File: src/shared/cec_tx_pkg.sv
package cec_tx_pkg;

  localparam int CLK_HZ       = 125_000_000;
  localparam int COUNT_CLK_HZ = 32_000;

  localparam int ADDR_W = 3;
  localparam int DATA_W = 16;

  ////////////////////////////////////////////////////////////////////////////
  // Register offsets
  localparam logic [2:0] OFS_CONTROL   = 3'h0;
  localparam logic [2:0] OFS_DATA      = 3'h1;
  localparam logic [2:0] OFS_STATUS    = 3'h2;
  localparam logic [2:0] OFS_IDLE_TIME = 3'h3;
  localparam logic [2:0] OFS_COUNT_DIV = 3'h4;

  // Control fields
  localparam int CTL_TX_EN   = 0;
  localparam int CTL_START   = 2;
  localparam int CTL_EOM     = 3;
  localparam int CTL_DONE_IE = 4;
  localparam int CTL_ARB_IE  = 5;
  localparam logic [7:0] CTL_WR_MASK = 8'h3D;

  // Status fields
  localparam int STS_ACK     = 0;
  localparam int STS_DONE    = 4;
  localparam int STS_ARB     = 5;
  localparam int STS_SENDING = 7;

  // Values after reset
  localparam logic [7:0]  CONTROL_RST   = 8'h00;
  localparam logic [7:0]  DATA_RST      = 8'h00;
  localparam logic [3:0]  IDLE_TIME_RST = 4'h0;
  localparam logic [11:0] COUNT_DIV_RST = 12'(CLK_HZ / COUNT_CLK_HZ - 1);

  ////////////////////////////////////////////////////////////////////////////
  // Bit waveform, in microseconds and in count clocks
  localparam int START_LOW_US   = 3700;
  localparam int START_TOTAL_US = 4500;
  localparam int BIT_TOTAL_US   = 2400;
  localparam int ZERO_LOW_US    = 1500;
  localparam int ONE_LOW_US     = 600;
  localparam int ACK_SAMPLE_US  = 1050;

  localparam logic [7:0] START_LOW_TICKS   = 8'(START_LOW_US * COUNT_CLK_HZ / 1_000_000);
  localparam logic [7:0] START_TOTAL_TICKS = 8'(START_TOTAL_US * COUNT_CLK_HZ / 1_000_000);
  localparam logic [7:0] BIT_TOTAL_TICKS   = 8'(BIT_TOTAL_US * COUNT_CLK_HZ / 1_000_000);
  localparam logic [7:0] ZERO_LOW_TICKS    = 8'(ZERO_LOW_US * COUNT_CLK_HZ / 1_000_000);
  localparam logic [7:0] ONE_LOW_TICKS     = 8'(ONE_LOW_US * COUNT_CLK_HZ / 1_000_000);
  localparam logic [7:0] ACK_SAMPLE_TICKS  = 8'(ACK_SAMPLE_US * COUNT_CLK_HZ / 1_000_000);

  localparam logic [1:0] FILTER_TICKS      = 2'd2;
  localparam logic [1:0] ARB_PERSIST_TICKS = 2'd2;
  localparam logic [7:0] SETTLE_TICKS      = 8'd4;

  localparam logic [3:0] BIT_IDX_START = 4'd0;
  localparam logic [3:0] BIT_IDX_DATA0 = 4'd1;
  localparam logic [3:0] BIT_IDX_EOM   = 4'd9;
  localparam logic [3:0] BIT_IDX_ACK   = 4'd10;

  typedef enum logic [2:0] {
    ST_IDLE = 3'b001,
    ST_WAIT = 3'b010,
    ST_SEND = 3'b100
  } tx_fsm_t;

endpackage : cec_tx_pkg

File: src/hw/cec_count_clock.sv
`timescale 1ns/1ps
module cec_count_clock (
  input  wire logic        i_mclk,
  input  wire logic        i_rst_n,
  input  wire logic [11:0] i_div,
  output logic             o_tick
);
  import cec_tx_pkg::*;

  typedef struct packed {
    logic [11:0] cnt;
    logic        tick;
  } div_state_t;

  div_state_t r;
  div_state_t next_r;

  always_comb begin
    next_r = r;
    next_r.tick = 1'b0;
    if (r.cnt >= i_div) begin
      next_r.cnt  = 12'h000;
      next_r.tick = 1'b1;
    end else begin
      next_r.cnt = r.cnt + 12'h001;
    end
  end

  always_ff @(posedge i_mclk or negedge i_rst_n) begin
    if (!i_rst_n) begin
      r <= '0;
    end else begin
      r <= next_r;
    end
  end

  assign o_tick = r.tick;

endmodule : cec_count_clock

File: src/hw/cec_glitch_filter.sv
`timescale 1ns/1ps
module cec_glitch_filter (
  input  wire logic i_mclk,
  input  wire logic i_rst_n,
  input  wire logic i_tick,
  input  wire logic i_pin,
  output logic      o_level
);
  import cec_tx_pkg::*;

  typedef struct packed {
    logic [2:0] sync;
    logic [1:0] cnt;
    logic       level;
  } filt_state_t;

  filt_state_t r;
  filt_state_t next_r;

  always_comb begin
    next_r = r;
    next_r.sync = {r.sync[1:0], i_pin};
    // Stages 1 and 2 must agree; stage 0 is only read by stage 1
    // noise rejection
    if (r.sync[1] == r.sync[2] && r.sync[2] != r.level) begin
      if (i_tick) begin
        if (r.cnt + 2'd1 >= FILTER_TICKS) begin
          next_r.level = r.sync[2];
          next_r.cnt   = 2'd0;
        end else begin
          next_r.cnt = r.cnt + 2'd1;
        end
      end
    end else begin
      next_r.cnt = 2'd0;
    end
  end

  always_ff @(posedge i_mclk or negedge i_rst_n) begin
    if (!i_rst_n) begin
      r <= '{sync: 3'h7, cnt: 2'd0, level: 1'b1};
    end else begin
      r <= next_r;
    end
  end

  assign o_level = r.level;

endmodule : cec_glitch_filter

File: src/hw/cec_tx.sv
`timescale 1ns/1ps
module cec_tx (
  input  wire logic                           i_mclk,
  input  wire logic                           i_rst_n,
  input  wire logic [cec_tx_pkg::ADDR_W-1:0]  i_addr,
  input  wire logic [cec_tx_pkg::DATA_W-1:0]  i_wr_data,
  input  wire logic                           i_wr,
  input  wire logic                           i_rd,
  output logic      [cec_tx_pkg::DATA_W-1:0]  o_rd_data,
  input  wire logic                           i_cec,
  output logic                                o_cec_out,
  output logic                                o_cec_oe,
  output logic                                o_irq
);
  import cec_tx_pkg::*;

  ////////////////////////////////////////////////////////////////////////////
  // State

  typedef struct packed {
    tx_fsm_t                st;
    logic [7:0]             ctl;
    logic [7:0]             tx_byte;
    logic [3:0]             idle_time;
    logic [11:0]            count_div;
    logic                   done_f;
    logic                   arb_f;
    logic                   ack_val;
    logic [7:0]             shreg;
    logic [3:0]             bit_idx;
    logic [7:0]             tick_cnt;
    logic [7:0]             free_cnt;
    logic [3:0]             free_bits;
    logic                   bus_prev;
    logic [1:0]             mis_cnt;
    logic                   drive_low;
    logic [DATA_W-1:0]      rd_data;
    logic                   irq;
  } tx_state_t;

  tx_state_t r;
  tx_state_t next_r;

  logic tick;
  logic bus;

  cec_count_clock u_count_clock (
    .i_mclk  (i_mclk),
    .i_rst_n (i_rst_n),
    .i_div   (r.count_div),
    .o_tick  (tick)
  );

  cec_glitch_filter u_filter (
    .i_mclk  (i_mclk),
    .i_rst_n (i_rst_n),
    .i_tick  (tick),
    .i_pin   (i_cec),
    .o_level (bus)
  );

  ////////////////////////////////////////////////////////////////////////////
  // Waveform helpers

  function automatic logic [7:0] low_ticks(input logic [3:0] idx, input logic val);
    if (idx == BIT_IDX_START) begin
      low_ticks = START_LOW_TICKS;
    end else if (val) begin
      low_ticks = ONE_LOW_TICKS;
    end else begin
      low_ticks = ZERO_LOW_TICKS;
    end
  endfunction : low_ticks

  function automatic logic [7:0] total_ticks(input logic [3:0] idx);
    if (idx == BIT_IDX_START) begin
      total_ticks = START_TOTAL_TICKS;
    end else begin
      total_ticks = BIT_TOTAL_TICKS;
    end
  endfunction : total_ticks

  ////////////////////////////////////////////////////////////////////////////
  // Next state

  logic       sending;
  logic       idle;
  logic       bit_val;
  logic [7:0] cur_low;
  logic [7:0] cur_total;
  logic       want_low;
  logic       settled;
  logic       mismatch;
  logic       set_done;
  logic       set_arb;
  logic       rd_status;

  always_comb begin
    next_r    = r;
    sending   = (r.st == ST_SEND);
    set_done  = 1'b0;
    set_arb   = 1'b0;
    rd_status = i_rd && (i_addr == OFS_STATUS);

    if (r.bit_idx == BIT_IDX_EOM) begin
      bit_val = r.ctl[CTL_EOM];
    end else if (r.bit_idx == BIT_IDX_ACK) begin
      bit_val = 1'b1;
    end else begin
      bit_val = r.shreg[7];
    end
    cur_low   = low_ticks(r.bit_idx, bit_val);
    cur_total = total_ticks(r.bit_idx);
    want_low  = sending && (r.tick_cnt < cur_low);
    // Skip the filter delay after each edge of our own
    settled   = (r.tick_cnt >= SETTLE_TICKS) &&
                !((r.tick_cnt >= cur_low) && (r.tick_cnt < cur_low + SETTLE_TICKS));
    mismatch  = (bus == r.drive_low);

    // quiet-time tracking, bit periods of silence
    next_r.bus_prev = bus;
    if (sending || (bus != r.bus_prev) || !bus) begin
      next_r.free_cnt  = 8'h00;
      next_r.free_bits = 4'h0;
    end else if (tick) begin
      if (r.free_cnt + 8'h01 >= BIT_TOTAL_TICKS) begin
        next_r.free_cnt = 8'h00;
        if (r.free_bits != 4'hF) begin
          next_r.free_bits = r.free_bits + 4'h1;
        end
      end else begin
        next_r.free_cnt = r.free_cnt + 8'h01;
      end
    end
    idle = (r.free_bits >= r.idle_time);

    // Register writes
    if (i_wr) begin
      if (i_addr == OFS_CONTROL) begin
        next_r.ctl = i_wr_data[7:0] & CTL_WR_MASK;
      end else if (i_addr == OFS_DATA) begin
        next_r.tx_byte = i_wr_data[7:0];
      end else if (i_addr == OFS_IDLE_TIME) begin
        next_r.idle_time = i_wr_data[3:0];
      end else if (i_addr == OFS_COUNT_DIV) begin
        next_r.count_div = i_wr_data[11:0];
      end
    end

    case (r.st)
      ST_IDLE: begin
        // write to data register launches a block
        if (i_wr && i_addr == OFS_DATA && r.ctl[CTL_TX_EN]) begin
          next_r.shreg    = i_wr_data[7:0];
          next_r.tick_cnt = 8'h00;
          next_r.mis_cnt  = 2'd0;
          if (r.ctl[CTL_START]) begin
            next_r.st = ST_WAIT;
          end else begin
            next_r.st      = ST_SEND;
            next_r.bit_idx = BIT_IDX_DATA0;
          end
        end
      end
      ST_WAIT: begin
        if (idle) begin
          next_r.st      = ST_SEND;
          next_r.bit_idx = BIT_IDX_START;
        end
      end
      ST_SEND: begin
        if (tick) begin
          // compare bus with own drive per tick
          if (r.bit_idx != BIT_IDX_ACK && settled && mismatch) begin
            next_r.mis_cnt = r.mis_cnt + 2'd1;
          end else begin
            next_r.mis_cnt = 2'd0;
          end
          if (r.bit_idx == BIT_IDX_ACK && r.tick_cnt == ACK_SAMPLE_TICKS) begin
            next_r.ack_val = bus;
          end
          if (r.mis_cnt + 2'd1 >= ARB_PERSIST_TICKS && r.bit_idx != BIT_IDX_ACK &&
              settled && mismatch) begin
            set_arb   = 1'b1;
            next_r.st = ST_IDLE;
          end else if (r.tick_cnt + 8'h01 >= cur_total) begin
            next_r.tick_cnt = 8'h00;
            if (r.bit_idx == BIT_IDX_ACK) begin
              set_done  = 1'b1;
              next_r.st = ST_IDLE;
            end else begin
              if (r.bit_idx != BIT_IDX_START) begin
                next_r.shreg = {r.shreg[6:0], 1'b0};
              end
              next_r.bit_idx = r.bit_idx + 4'h1;
            end
          end else begin
            next_r.tick_cnt = r.tick_cnt + 8'h01;
          end
        end
      end
      default: begin
        next_r.st = ST_IDLE;
      end
    endcase

    // Status read clears done and arb, not ack; a new event in the same cycle wins
    if (rd_status) begin
      next_r.done_f = 1'b0;
      next_r.arb_f  = 1'b0;
    end
    if (set_done) begin
      next_r.done_f = 1'b1;
    end
    if (set_arb) begin
      next_r.arb_f = 1'b1;
    end

    // disable stops at once and clears status
    if (!next_r.ctl[CTL_TX_EN]) begin
      next_r.st      = ST_IDLE;
      next_r.done_f  = 1'b0;
      next_r.arb_f   = 1'b0;
      next_r.ack_val = 1'b0;
    end

    next_r.drive_low = want_low && (next_r.st == ST_SEND);

    // Read data live for exactly one cycle
    next_r.rd_data = '0;
    if (i_rd) begin
      if (i_addr == OFS_CONTROL) begin
        next_r.rd_data[7:0] = r.ctl;
      end else if (i_addr == OFS_DATA) begin
        next_r.rd_data[7:0] = r.tx_byte;
      end else if (i_addr == OFS_STATUS) begin
        next_r.rd_data[STS_ACK]     = r.ack_val;
        next_r.rd_data[STS_DONE]    = r.done_f;
        next_r.rd_data[STS_ARB]     = r.arb_f;
        next_r.rd_data[STS_SENDING] = sending;
      end else if (i_addr == OFS_IDLE_TIME) begin
        next_r.rd_data[3:0] = r.idle_time;
      end else if (i_addr == OFS_COUNT_DIV) begin
        next_r.rd_data[11:0] = r.count_div;
      end
    end

    next_r.irq = (next_r.done_f && next_r.ctl[CTL_DONE_IE]) ||
                 (next_r.arb_f && next_r.ctl[CTL_ARB_IE]);
  end

  ////////////////////////////////////////////////////////////////////////////
  // Registers

  always_ff @(posedge i_mclk or negedge i_rst_n) begin
    if (!i_rst_n) begin
      r           <= '0;
      r.st        <= ST_IDLE;
      r.ctl       <= CONTROL_RST;
      r.tx_byte   <= DATA_RST;
      r.idle_time <= IDLE_TIME_RST;
      r.count_div <= COUNT_DIV_RST;
      r.bus_prev  <= 1'b1;
    end else begin
      r <= next_r;
    end
  end

  assign o_rd_data = r.rd_data;
  assign o_cec_out = 1'b0;
  assign o_cec_oe  = r.drive_low;
  assign o_irq     = r.irq;

endmodule : cec_tx

File: config.mk
export PLATFORM = sky130hd
export DESIGN_NAME = cec_tx
export DESIGN_NICKNAME = d
export VERILOG_FILES = /design/src/shared/cec_tx_pkg.sv /design/src/hw/cec_count_clock.sv /design/src/hw/cec_glitch_filter.sv /design/src/hw/cec_tx.sv
export SDC_FILE = /design/constraint.sdc
export NUM_CORES = 1
export LEC_CHECK = 0
export BUFFER_PORTS_ARGS = -buffer_cell sky130_fd_sc_hd__buf_2
export CAP_MARGIN = 20
export CORE_MARGIN = 2
export CORE_UTILIZATION = 60
export DETAILED_ROUTE_END_ITERATION = 8
export PLACE_DENSITY = 0.79
export SYNTH_ARGS = -nofsm -noshare
export SYNTH_HDL_FRONTEND = slang
export SYNTH_SLANG_ARGS = --single-unit
export TNS_END_PERCENT = 50
File: constraint.sdc
create_clock -name i_mclk -period 7.5 [get_ports i_mclk]
set_input_delay 1.125 -clock i_mclk [delete_from_list [all_inputs] [get_ports i_mclk]]
set_output_delay 1.125 -clock i_mclk [all_outputs]
set_load 0.03 [all_outputs]
==> impl.org, run 1 <==
** Drt
- Count of nets left with antenna violations after detail routing :: 0
- In the final routed layout, each cell accounts on average for 16.9 um.
- After detailed routing, the number of remaining DRC violations is 0.
- The detailed router placed 4430 vias in this run.
- Iter 0 DRT Violations :: 203
- Sum of routed wire length over all layers :: roughly 13000 um
- Dividing the detail-routed via count by the number of cells gives between 5 and 6.
- The first detailed-routing pass ran for 5 iterations.

** Finish
- Finished layout cell area :: about 6300 um^2
- Relative to the synthesized area, the layout overhead comes to 4.70%.
- The layout has ~800 filler cells.
- Once layout is complete, the utilization of the core stands at approximately two thirds.
- The post-route netlist has ~17% of its cells at a drive strength greater than 1.
- 0 antenna diodes ended up in the layout.
- After the last flow step, the layout net total stands at between 600 and 700.

** Yosys
- Yosys instantiated no cell more often than sky130_fd_sc_hd__dfrtp_1.
- Top cells by count, synth :: sky130_fd_sc_hd__dfrtp_1 (91), sky130_fd_sc_hd__nand2_1 (56), sky130_fd_sc_hd__ha_1 (41)
- After synthesis the cells add up to 6040 um^2.
- Cell count after synthesis :: around 600
- For this run, the register share of the synthesized area comes to between 40% and 50%.
- Commonest register cell after synthesis :: sky130_fd_sc_hd__dfrtp_1
- Counting flops with an async set or reset pin after synthesis yields a share of 100%.
- After synthesis, the netlist uses between 60 and 70 different library cells.
- Portion of synthesized cell area occupied by the leading cell type :: approximately 38%
- Synth warnings :: 0
- Synth area leader :: sky130_fd_sc_hd__dfrtp_1
- Yosys mapped a number of flops with a built-in enable equal to 0.
- In the post-synthesis netlist, the biggest area contributors are sky130_fd_sc_hd__dfrtp_1 (38%), sky130_fd_sc_hd__ha_1 (8.5%), sky130_fd_sc_hd__dfstp_2 (5.2%), sky130_fd_sc_hd__mux2_2 (4.5%), sky130_fd_sc_hd__nand2_1 (3.5%).
- Each instance of the synthesized netlist takes up on average ~9.9 um^2.
- In this run, synthesis produced a sequential element count of between 100 and 150.

** Timing
- Worst slew pin tran :: about 1000 ps
- Total negative slack for setup checks :: 0 ps
- For the final database, setup skew stands at between 10 and 15 ps.
- The max-slew violation count came to 0.
- Maximum clock rate :: approximately 240 MHz
- Unrepaired setup endpoints after global routing :: false
- Post-Route Hold Slack :: about 360 ps
- Max transition margin :: a little over a third
- Crit share post-route :: 55.8%
- Setup violations remaining at the end of the flow were counted as 0.
- The final-report hold violation count is 0.
- Minimum period implied by the final worst setup slack :: about 4200 ps

** Die
- Die footprint :: between 10000 and 15000 um^2
- 43 I/O pins were placed.
- Width of the die :: about 100 um
- The total area inside the core boundary comes to 9770 um^2.
- Number of placement rows :: 36
- Die boundary height :: around 100 um
- The initial utilization of the core area, before any placement, comes to approximately three fifths.

** Pwr
- Power density normalized to cell area :: approximately 210 nW/um^2
- The share of total power dissipated in combinational logic is a little over 20%.
- Switching share of power :: between 30% and 40%
- Net switching power of the design :: 0.000406 W
- Internal portion of total power :: 0.000916 W
- Max VDD drop :: between 0.1 and 0.15 mV
- Leakage :: between 2 and 3 nW
- Clock share of power :: 26.4%
- The design draws ~0.0013 W.
- Seq pwr share :: a little over half

** Clock network
- Clock buffer count from CTS :: 9
- Clock-pin slew was measured on the worst setup and hold paths at 100 ps.
- TritonCTS built the clock tree.
- Buffers inserted to repair hold after CTS numbered 0.
- The clock reaches the later pin of the worst-skew pair after around 380 ps.
- The H-tree was split into 3 levels.
- PostCTS Resize Cnt :: 0
- CTS Root Buffer Type :: sky130_fd_sc_hd__clkbuf_8
- Clock sink count :: around 100
- # Post-CTS Setup Buffers :: 0
- No sink is reached through more buffers than the 2 on the longest clock path.

** Worst setup path
- Arrival time reported for the critical path endpoint :: roughly 4500 ps
- The worst register-to-register path begins at r[41]$_DFFE_PN0P_.
- WP data required :: slightly below 8000 ps
- STA classifies the critical path startpoint as a flop.
- Tracing the worst setup path back leads to its startpoint at r[41]$_DFFE_PN0P_.
- Critical Path Sink Type :: flop
- Maximum fanout along the worst path :: 8
- The worst setup path is of the reg2reg kind.

** Placed design
- During placement, the flow inserted port buffers numbering 33.
- Final HPWL DP :: between 9000 and 10000 um
- RePlAce Congestion :: just under 0.9
- Once placement finished, the instance area stood at 6130 um^2.

** Global route
- For this run the aggregate overflow at the end of global routing stands at 0.
- The initial antenna violation count was 0.
- Global router's overall resource usage :: between 20% and 30%
- The first global-routing pass estimated 20900 um of wire.
- The via count of the first global-routing pass was between 4000 and 5000.
- Pin count of the biggest net entering global routing :: ~80

** Hold path
- In this run the most critical hold path is launched from u_filter.next_r[4]$_DFF_PN1_.
- In this run the worst hold path is classified as reg2reg.

** Job
- Max-cap violations in this run came to 0.

** Status
- The run finished with clean final reports.
[final cells by class]
| class | instances | area (um^2) | share of cell area [%] |
|---|---|---|---|
| repair buffers | 35 | 180 | 2.85 |
| well taps | 133 | 166 | 2.63 |
| multi-input cells | 426 | 3060 | 48.3 |
| flip-flops and latches | 103 | 2590 | 41.0 |
| clock buffers | 11 | 131 | 2.08 |
| inverters | 37 | 139 | 2.19 |
| clock inverters | 5 | 60.1 | 0.949 |
[sequential cells by signal, summed over array words and instances (netlist names)]
signal                flops
r                        70
o_rd_data                12
u_count_clock.r          12
u_filter.r                3
u_filter.next_r           2
o_cec_oe                  1
o_irq                     1
u_count_clock.o_tick      1
u_filter.o_level          1
[worst paths after layout]
| path | cells past startpoint | slack, ps | to |
|---|---|---|---|
| min in group asynchronous | 1 | 640 | o_cec_oe$_DFF_PN0_ |
| worst min-delay path | 0 | 360 | u_filter.next_r[5]$_DFF_PN1_ |
| worst min register to register | 0 | 360 | u_filter.next_r[5]$_DFF_PN1_ |
| max in group asynchronous | 2 | 5560 | u_count_clock.r[3]$_DFF_PN0_ |
| worst max register to register | 11 | 3320 | r[36]$_DFFE_PN0P_ |
| worst max-delay path | 11 | 3320 | r[36]$_DFFE_PN0P_ |
[cell usage in the layout (no fill, tap or decap), types with 10 or more instances in the layout]
master / n
sky130_fd_sc_hd__ha_1: 41
sky130_fd_sc_hd__dfstp_2: 12
sky130_fd_sc_hd__o21ai_0: 30
sky130_fd_sc_hd__nor3_1: 19
sky130_fd_sc_hd__mux2_2: 24
sky130_fd_sc_hd__xnor2_1: 10
sky130_fd_sc_hd__xor2_1: 11
sky130_fd_sc_hd__nand3_1: 20
sky130_fd_sc_hd__nor2_1: 34
sky130_fd_sc_hd__and3_1: 15
sky130_fd_sc_hd__a21oi_1: 35
sky130_fd_sc_hd__nand2_1: 56
sky130_fd_sc_hd__dfrtp_1: 91
sky130_fd_sc_hd__inv_1: 37
sky130_fd_sc_hd__mux2i_1: 10
sky130_fd_sc_hd__buf_2: 33
[cells by family (layout without fill, tap and decap cells)]
logic type      Yosys count  in the layout  synth area share (%)
xor+xnor                 21             21                  3.04
mux                      34             34                  6.13
fa+ha+maj                41             41                  8.49
other cells               1              5                0.0620
compound gates          120            120                  14.4
simple gates            205            205                  18.2
flops                   103            103                  42.9
buf+inv                  83             88                  6.75
[power by group through the flow]
stage / Clock [W] / Combinational [W] / Sequential [W]
6_report: 0.000350 / 0.000271 / 0.000702
5_1_grt: 0.000378 / 0.000309 / 0.000710
4_1_cts: 0.000360 / 0.000273 / 0.000701
3_5_place_dp: 0 / 0.000272 / 0.000712
3_3_place_gp: 0 / 0.000254 / 0.000706
2_1_floorplan: 0 / 0.000214 / 0.000688
[metal layers]
layer	wire length, um	global-route usage (%)	part of all wire [%]
met3	443	4.07	3.5
met1	5760	31.7	46
met4	230	8.59	1.8
met5	0	0	0
met2	6220	39.6	49
[through the flow]
step | cells | worst slack (ps)
floorplan | 612 | 4120
global placement | 733 | 3510
detailed placement | 733 | 3350
CTS | 749 | 3330
global route | 750 | 3030
finish | 750 | 3320
[worst max-delay path, stage by stage (launching register included)]
cell and delay (ps):
sky130_fd_sc_hd__dfrtp_1 440, sky130_fd_sc_hd__inv_1 130, sky130_fd_sc_hd__ha_1 170, sky130_fd_sc_hd__nor3b_1 710
sky130_fd_sc_hd__inv_1 340, sky130_fd_sc_hd__ha_1 350, sky130_fd_sc_hd__and3_1 140, sky130_fd_sc_hd__o31a_1 310
sky130_fd_sc_hd__o41ai_4 490, sky130_fd_sc_hd__nand2_1 250, sky130_fd_sc_hd__nor2_1 510, sky130_fd_sc_hd__a221o_2 260
No activity file was read; power rests on OpenSTA's default activity.
==> run 2: changes to the inputs <==
- ABC_AREA: unset -> 1
- CORE_UTILIZATION: 60 -> 55
- PLACE_DENSITY: 0.79 -> 0.77
- clock period: 7.5 -> 3.7 ns (I/O delays scaled with it)
==> run 2 against run 1 <==
Net effect:
- utilization is 5.1 points lower
- maximum frequency is 34% higher
- cell area is 3.5% lower
- via count is 3.7% higher
- largest cell class unchanged
==> impl.org, run 2 <==
** Status
- The flow ran to the end, and the final reports show no timing, DRC or antenna violations.

** Global route
- Initial antenna violation count :: 0 (unchanged)
- The via count of the first global-routing pass was 4415 (+0.94%).
- Global router's overall resource usage :: 22.5% (-1.4 points)
- First-pass GRT wire length :: 20200 um (-3.3%)
- Global route total overflow :: 0 (unchanged)
- The pin count of the biggest net entering global routing came to 69 (-12%).

** Drt
- Avg Vias per Cell :: 5.47 (-7.3%)
- Detailed-route DRC error count :: 0 (unchanged)
- Vias :: 4593 (+3.7%)
- Final routed wire length divided by cell count :: 14.0 um (-17%)
- The count of routing violations after the opening detailed-route iteration was 256 (+26%).
- Count of nets left with antenna violations after detail routing :: 0 (unchanged)
- The total wire length came to 11800 um (-6.9%).
- The number of optimization iterations in the first detailed-route pass is 5 (unchanged).

** Placed design
- Cells after DPL :: 823 (+12%)
- Final HPWL DP :: 9070 um (-2.0%)
- Number of I/O port buffers :: 33 (unchanged)
- The placer congestion estimate came to 0.943 (+8.7%).
- The placed standard-cell area is 5940 um^2 (-3.2%).

** Timing
- The worst slack on hold paths came to 266 ps (-94.2 ps).
- Worst slew pin tran :: 835 ps (-137 ps)
- Unrepaired setup endpoints after global routing :: false
- The post-route clock skew is 12.9 ps (-1.14 ps).
- The maximum clock frequency is 320 MHz (+34%).
- Hold Fails Final Rpt :: 0 (unchanged)
- Final max-slew violation count :: 0 (unchanged)
- Max transition margin :: 44.3% (+9.1 points)
- Number of endpoints failing setup at the final stage :: 0 (unchanged)
- The post-layout minimum cycle time came to 3130 ps (-1060 ps).
- Crit share post-route :: 84.5% (+29 points)
- Total negative slack for setup checks :: 0 ps (unchanged)

** Die
- Width of the die :: 106 um (+1.5%)
- The die height is 106 um (+1.5%).
- IO Count :: 43 (unchanged)
- The area of the die is 11200 um^2 (+3.1%).
- The floorplan core area came to 10200 um^2 (+4.7%).
- The initial cell density of the core was 55.9% (-6.0 points).
- Number of placement rows :: 37 (+2.8%)

** Clock network
- Number of buffers between clock root and the deepest sink :: 2 (unchanged)
- # Post-CTS Setup Buffers :: 0 (unchanged)
- CTS Hold Bufs :: 0 (unchanged)
- The clock-pin slew on the worst setup and hold paths was 90 ps (about the same).
- The total clock sinks was 103 (unchanged).
- The H-tree depth reported by CTS is 3 (unchanged).
- The post-cts sizing count came to 0 (unchanged).
- Clock latency at the later pin of the worst-skew pair :: 360 ps (-20 ps)
- Clock buffer count from CTS :: 9 (unchanged)
- Clock tree from TritonCTS :: built
- Clock tree synthesis selected as its root buffer the cell sky130_fd_sc_hd__clkbuf_8.

** Worst setup path
- Largest stage delay on the critical path :: 450 ps (-260 ps)
- STA classifies the critical path endpoint as a flop.
- WP data required :: 3950 ps (-3860 ps)
- Stages on worst setup path :: 17 (+6)
- Path depth of the worst reg2reg path :: 17 (+6)
- Cell class contributing the biggest share of worst-path delay :: simple AND/OR/NAND/NOR gates
- The worst setup path is of the reg2reg kind.
- Critical-path cell list :: inv_1 > ha_1 > and3_1 > inv_1 > nand3b_1 > o21ai_0 > nor2_1 > ha_1 > nand4_1 > nor2_1 > nand3_1 > nand3_2 > a21oi_4 > nor2_1 > nand2_1 > nand2_1 > nand2_1
- Critical Path Slowest Stage Cell :: sky130_fd_sc_hd__dfrtp_1
- Startpoint types :: flop
- Buf/Inv on CP :: 2 (unchanged)
- Arrival time reported for the critical path endpoint :: 3380 ps (-1110 ps)
- The maximum fanout count along the critical path came to 6 (-2).

** Yosys
- The post-synthesis async set-or-reset flop share is 100% (unchanged).
- By area the synthesized netlist is led by sky130_fd_sc_hd__dfrtp_1 (40%), sky130_fd_sc_hd__nand2_1 (9.3%), sky130_fd_sc_hd__ha_1 (9.0%), sky130_fd_sc_hd__inv_1 (5.8%), sky130_fd_sc_hd__dfstp_2 (5.5%).
- The share of the yosys chip area belonging to registers was 45.3% (+2.4 points).
- Syn Area/Cell :: 8.52 um^2 (-14%)
- Most frequently used cell type in the post-synthesis netlist :: sky130_fd_sc_hd__nand2_1
- The flip-flop and latch count after synthesis was 103 (unchanged).
- Among all flip-flop cells after synthesis, the most frequent one is sky130_fd_sc_hd__dfrtp_1.
- Netlist Area Pre-Place :: 5720 um^2 (-5.4%)
- Post-synth EDFFs :: 0 (unchanged)
- Synth warnings :: 0 (unchanged)
- Summed over all instances, the cell type with the most area after synthesis is sky130_fd_sc_hd__dfrtp_1.
- The count of unique library cells instantiated by Yosys is 46 (-31%).
- The fraction of synthesized cell area taken by the top area cell type came to 39.8% (+2.2 points).
- By count the netlist is led by sky130_fd_sc_hd__nand2_1 (141), sky130_fd_sc_hd__dfrtp_1 (91), sky130_fd_sc_hd__inv_1 (89).
- The cell count after synthesis came to 671 (+10%).

** Finish
- Fillers :: 900 (+12%)
- Final #Nets :: 763 (+13%)
- The post-route standard cell area excluding fillers is 6100 um^2 (-3.5%).
- The number of cells in the finished layout apart from fillers is 839 (+12%).
- The antenna cell count is 0 (unchanged).
- Top register by number of flip-flops :: r
- Ratio of cells with drive above 1 in the final layout :: 12.1% (-5.1 points)
- The library cells used most frequently in the layout, excluding fill and tap cells, are sky130_fd_sc_hd__nand2_1 (141), sky130_fd_sc_hd__dfrtp_1 (91), sky130_fd_sc_hd__inv_1 (89).
- Largest register FFs :: 70 (unchanged)
- Leaving out fill and tap cells, the most frequent cell in the layout is sky130_fd_sc_hd__nand2_1.
- Relative to the synthesized area, the layout overhead comes to 6.76%.

** Hold path
- In this run the worst hold path is classified as in2async.

** Job
- The total of max-cap violations is 0 (unchanged).

** Pwr
- The highest ir drop seen on vdd is 0.214 mV (+110%).
- Power density normalized to cell area :: 484 nW/um^2 (+130%)
- The leakage component of the power was 3.15 nW (+5.6%).
## run 2: changes by cell type after synthesis, moves of 9 or more
cell                       change
sky130_fd_sc_hd__a21oi_1      -13
sky130_fd_sc_hd__and3_1       -12
sky130_fd_sc_hd__clkbuf_1     -12
sky130_fd_sc_hd__inv_1        +52
sky130_fd_sc_hd__mux2_2       -24
sky130_fd_sc_hd__mux2i_1      -10
sky130_fd_sc_hd__nand2_1      +85
sky130_fd_sc_hd__nand3_1      +19
sky130_fd_sc_hd__nand4_1       +9
sky130_fd_sc_hd__nor2_1       +12
sky130_fd_sc_hd__nor3_1        -9
sky130_fd_sc_hd__o21ai_0      +24
## run 2: area by class of cell
class	count	area, um^2	share of cell area [%]
inverters	94	353	5.78
multi-input cells	454	2630	43.1
repair buffers	36	190	3.12
clock inverters	2	16.3	0.266
clock buffers	14	153	2.50
flip-flops and latches	103	2590	42.5
well taps	136	170	2.79
## run 2: power by group
| group | total (W) | internal (W) | switching (W) |
|---|---|---|---|
| sequential | 0.00144 | 0.00131 | 0.000129 |
| combinational | 0.000886 | 0.000315 | 0.000570 |
| clock | 0.000627 | 0.000266 | 0.000361 |
| total | 0.00295 | 0.00189 | 0.00106 |
## run 2: worst paths after layout
path	start	endpoint	slack, ps
setup / recovery	r[41]$_DFFE_PN0P_	r[42]$_DFFE_PN0P_	570
hold / removal	i_rst_n	r[29]$_DFFE_PN0P_	270
setup reg to reg	r[41]$_DFFE_PN0P_	r[42]$_DFFE_PN0P_	570
hold reg to reg	u_filter.next_r[4]$_DFF_PN1_	u_filter.next_r[5]$_DFF_PN1_	360
max in group asynchronous	i_rst_n	r[66]$_DFFE_PN1P_	2580
min in group i_mclk	i_cec	u_filter.next_r[4]$_DFF_PN1_	280
## run 2: cell families (layout without fill, tap and decap cells)
| group | after synthesis | in the layout | share of synthesized area, % |
|---|---|---|---|
| xor+xnor | 19 | 19 | 2.91 |
| buf+inv | 118 | 146 | 8.93 |
| fa+ha+maj | 41 | 41 | 8.97 |
| compound gates | 112 | 112 | 11.4 |
| flops | 103 | 103 | 45.3 |
| simple gates | 277 | 277 | 22.3 |
| other cells | 1 | 5 | 0.0656 |
## run 2: per-stage QoR
| step | total power [W] | setup WS [ps] | utilization [%] |
|---|---|---|---|
| 3_5_place_dp | 0.00235 | 599 | 58.0 |
| 6_report | 0.00295 | 575 | 59.7 |
| 2_1_floorplan | 0.00211 | 1050 | - |
| 3_3_place_gp | 0.00228 | 728 | 58.0 |
| 4_1_cts | 0.00297 | 580 | 59.7 |
| 5_1_grt | 0.00318 | 253 | 59.7 |
## run 2: routing by layer
metal	global-route usage, %	share of wire (%)
met3	2.94	5.2
met5	0	0
met2	36.8	47
met4	10.4	2.1
met1	30.0	45
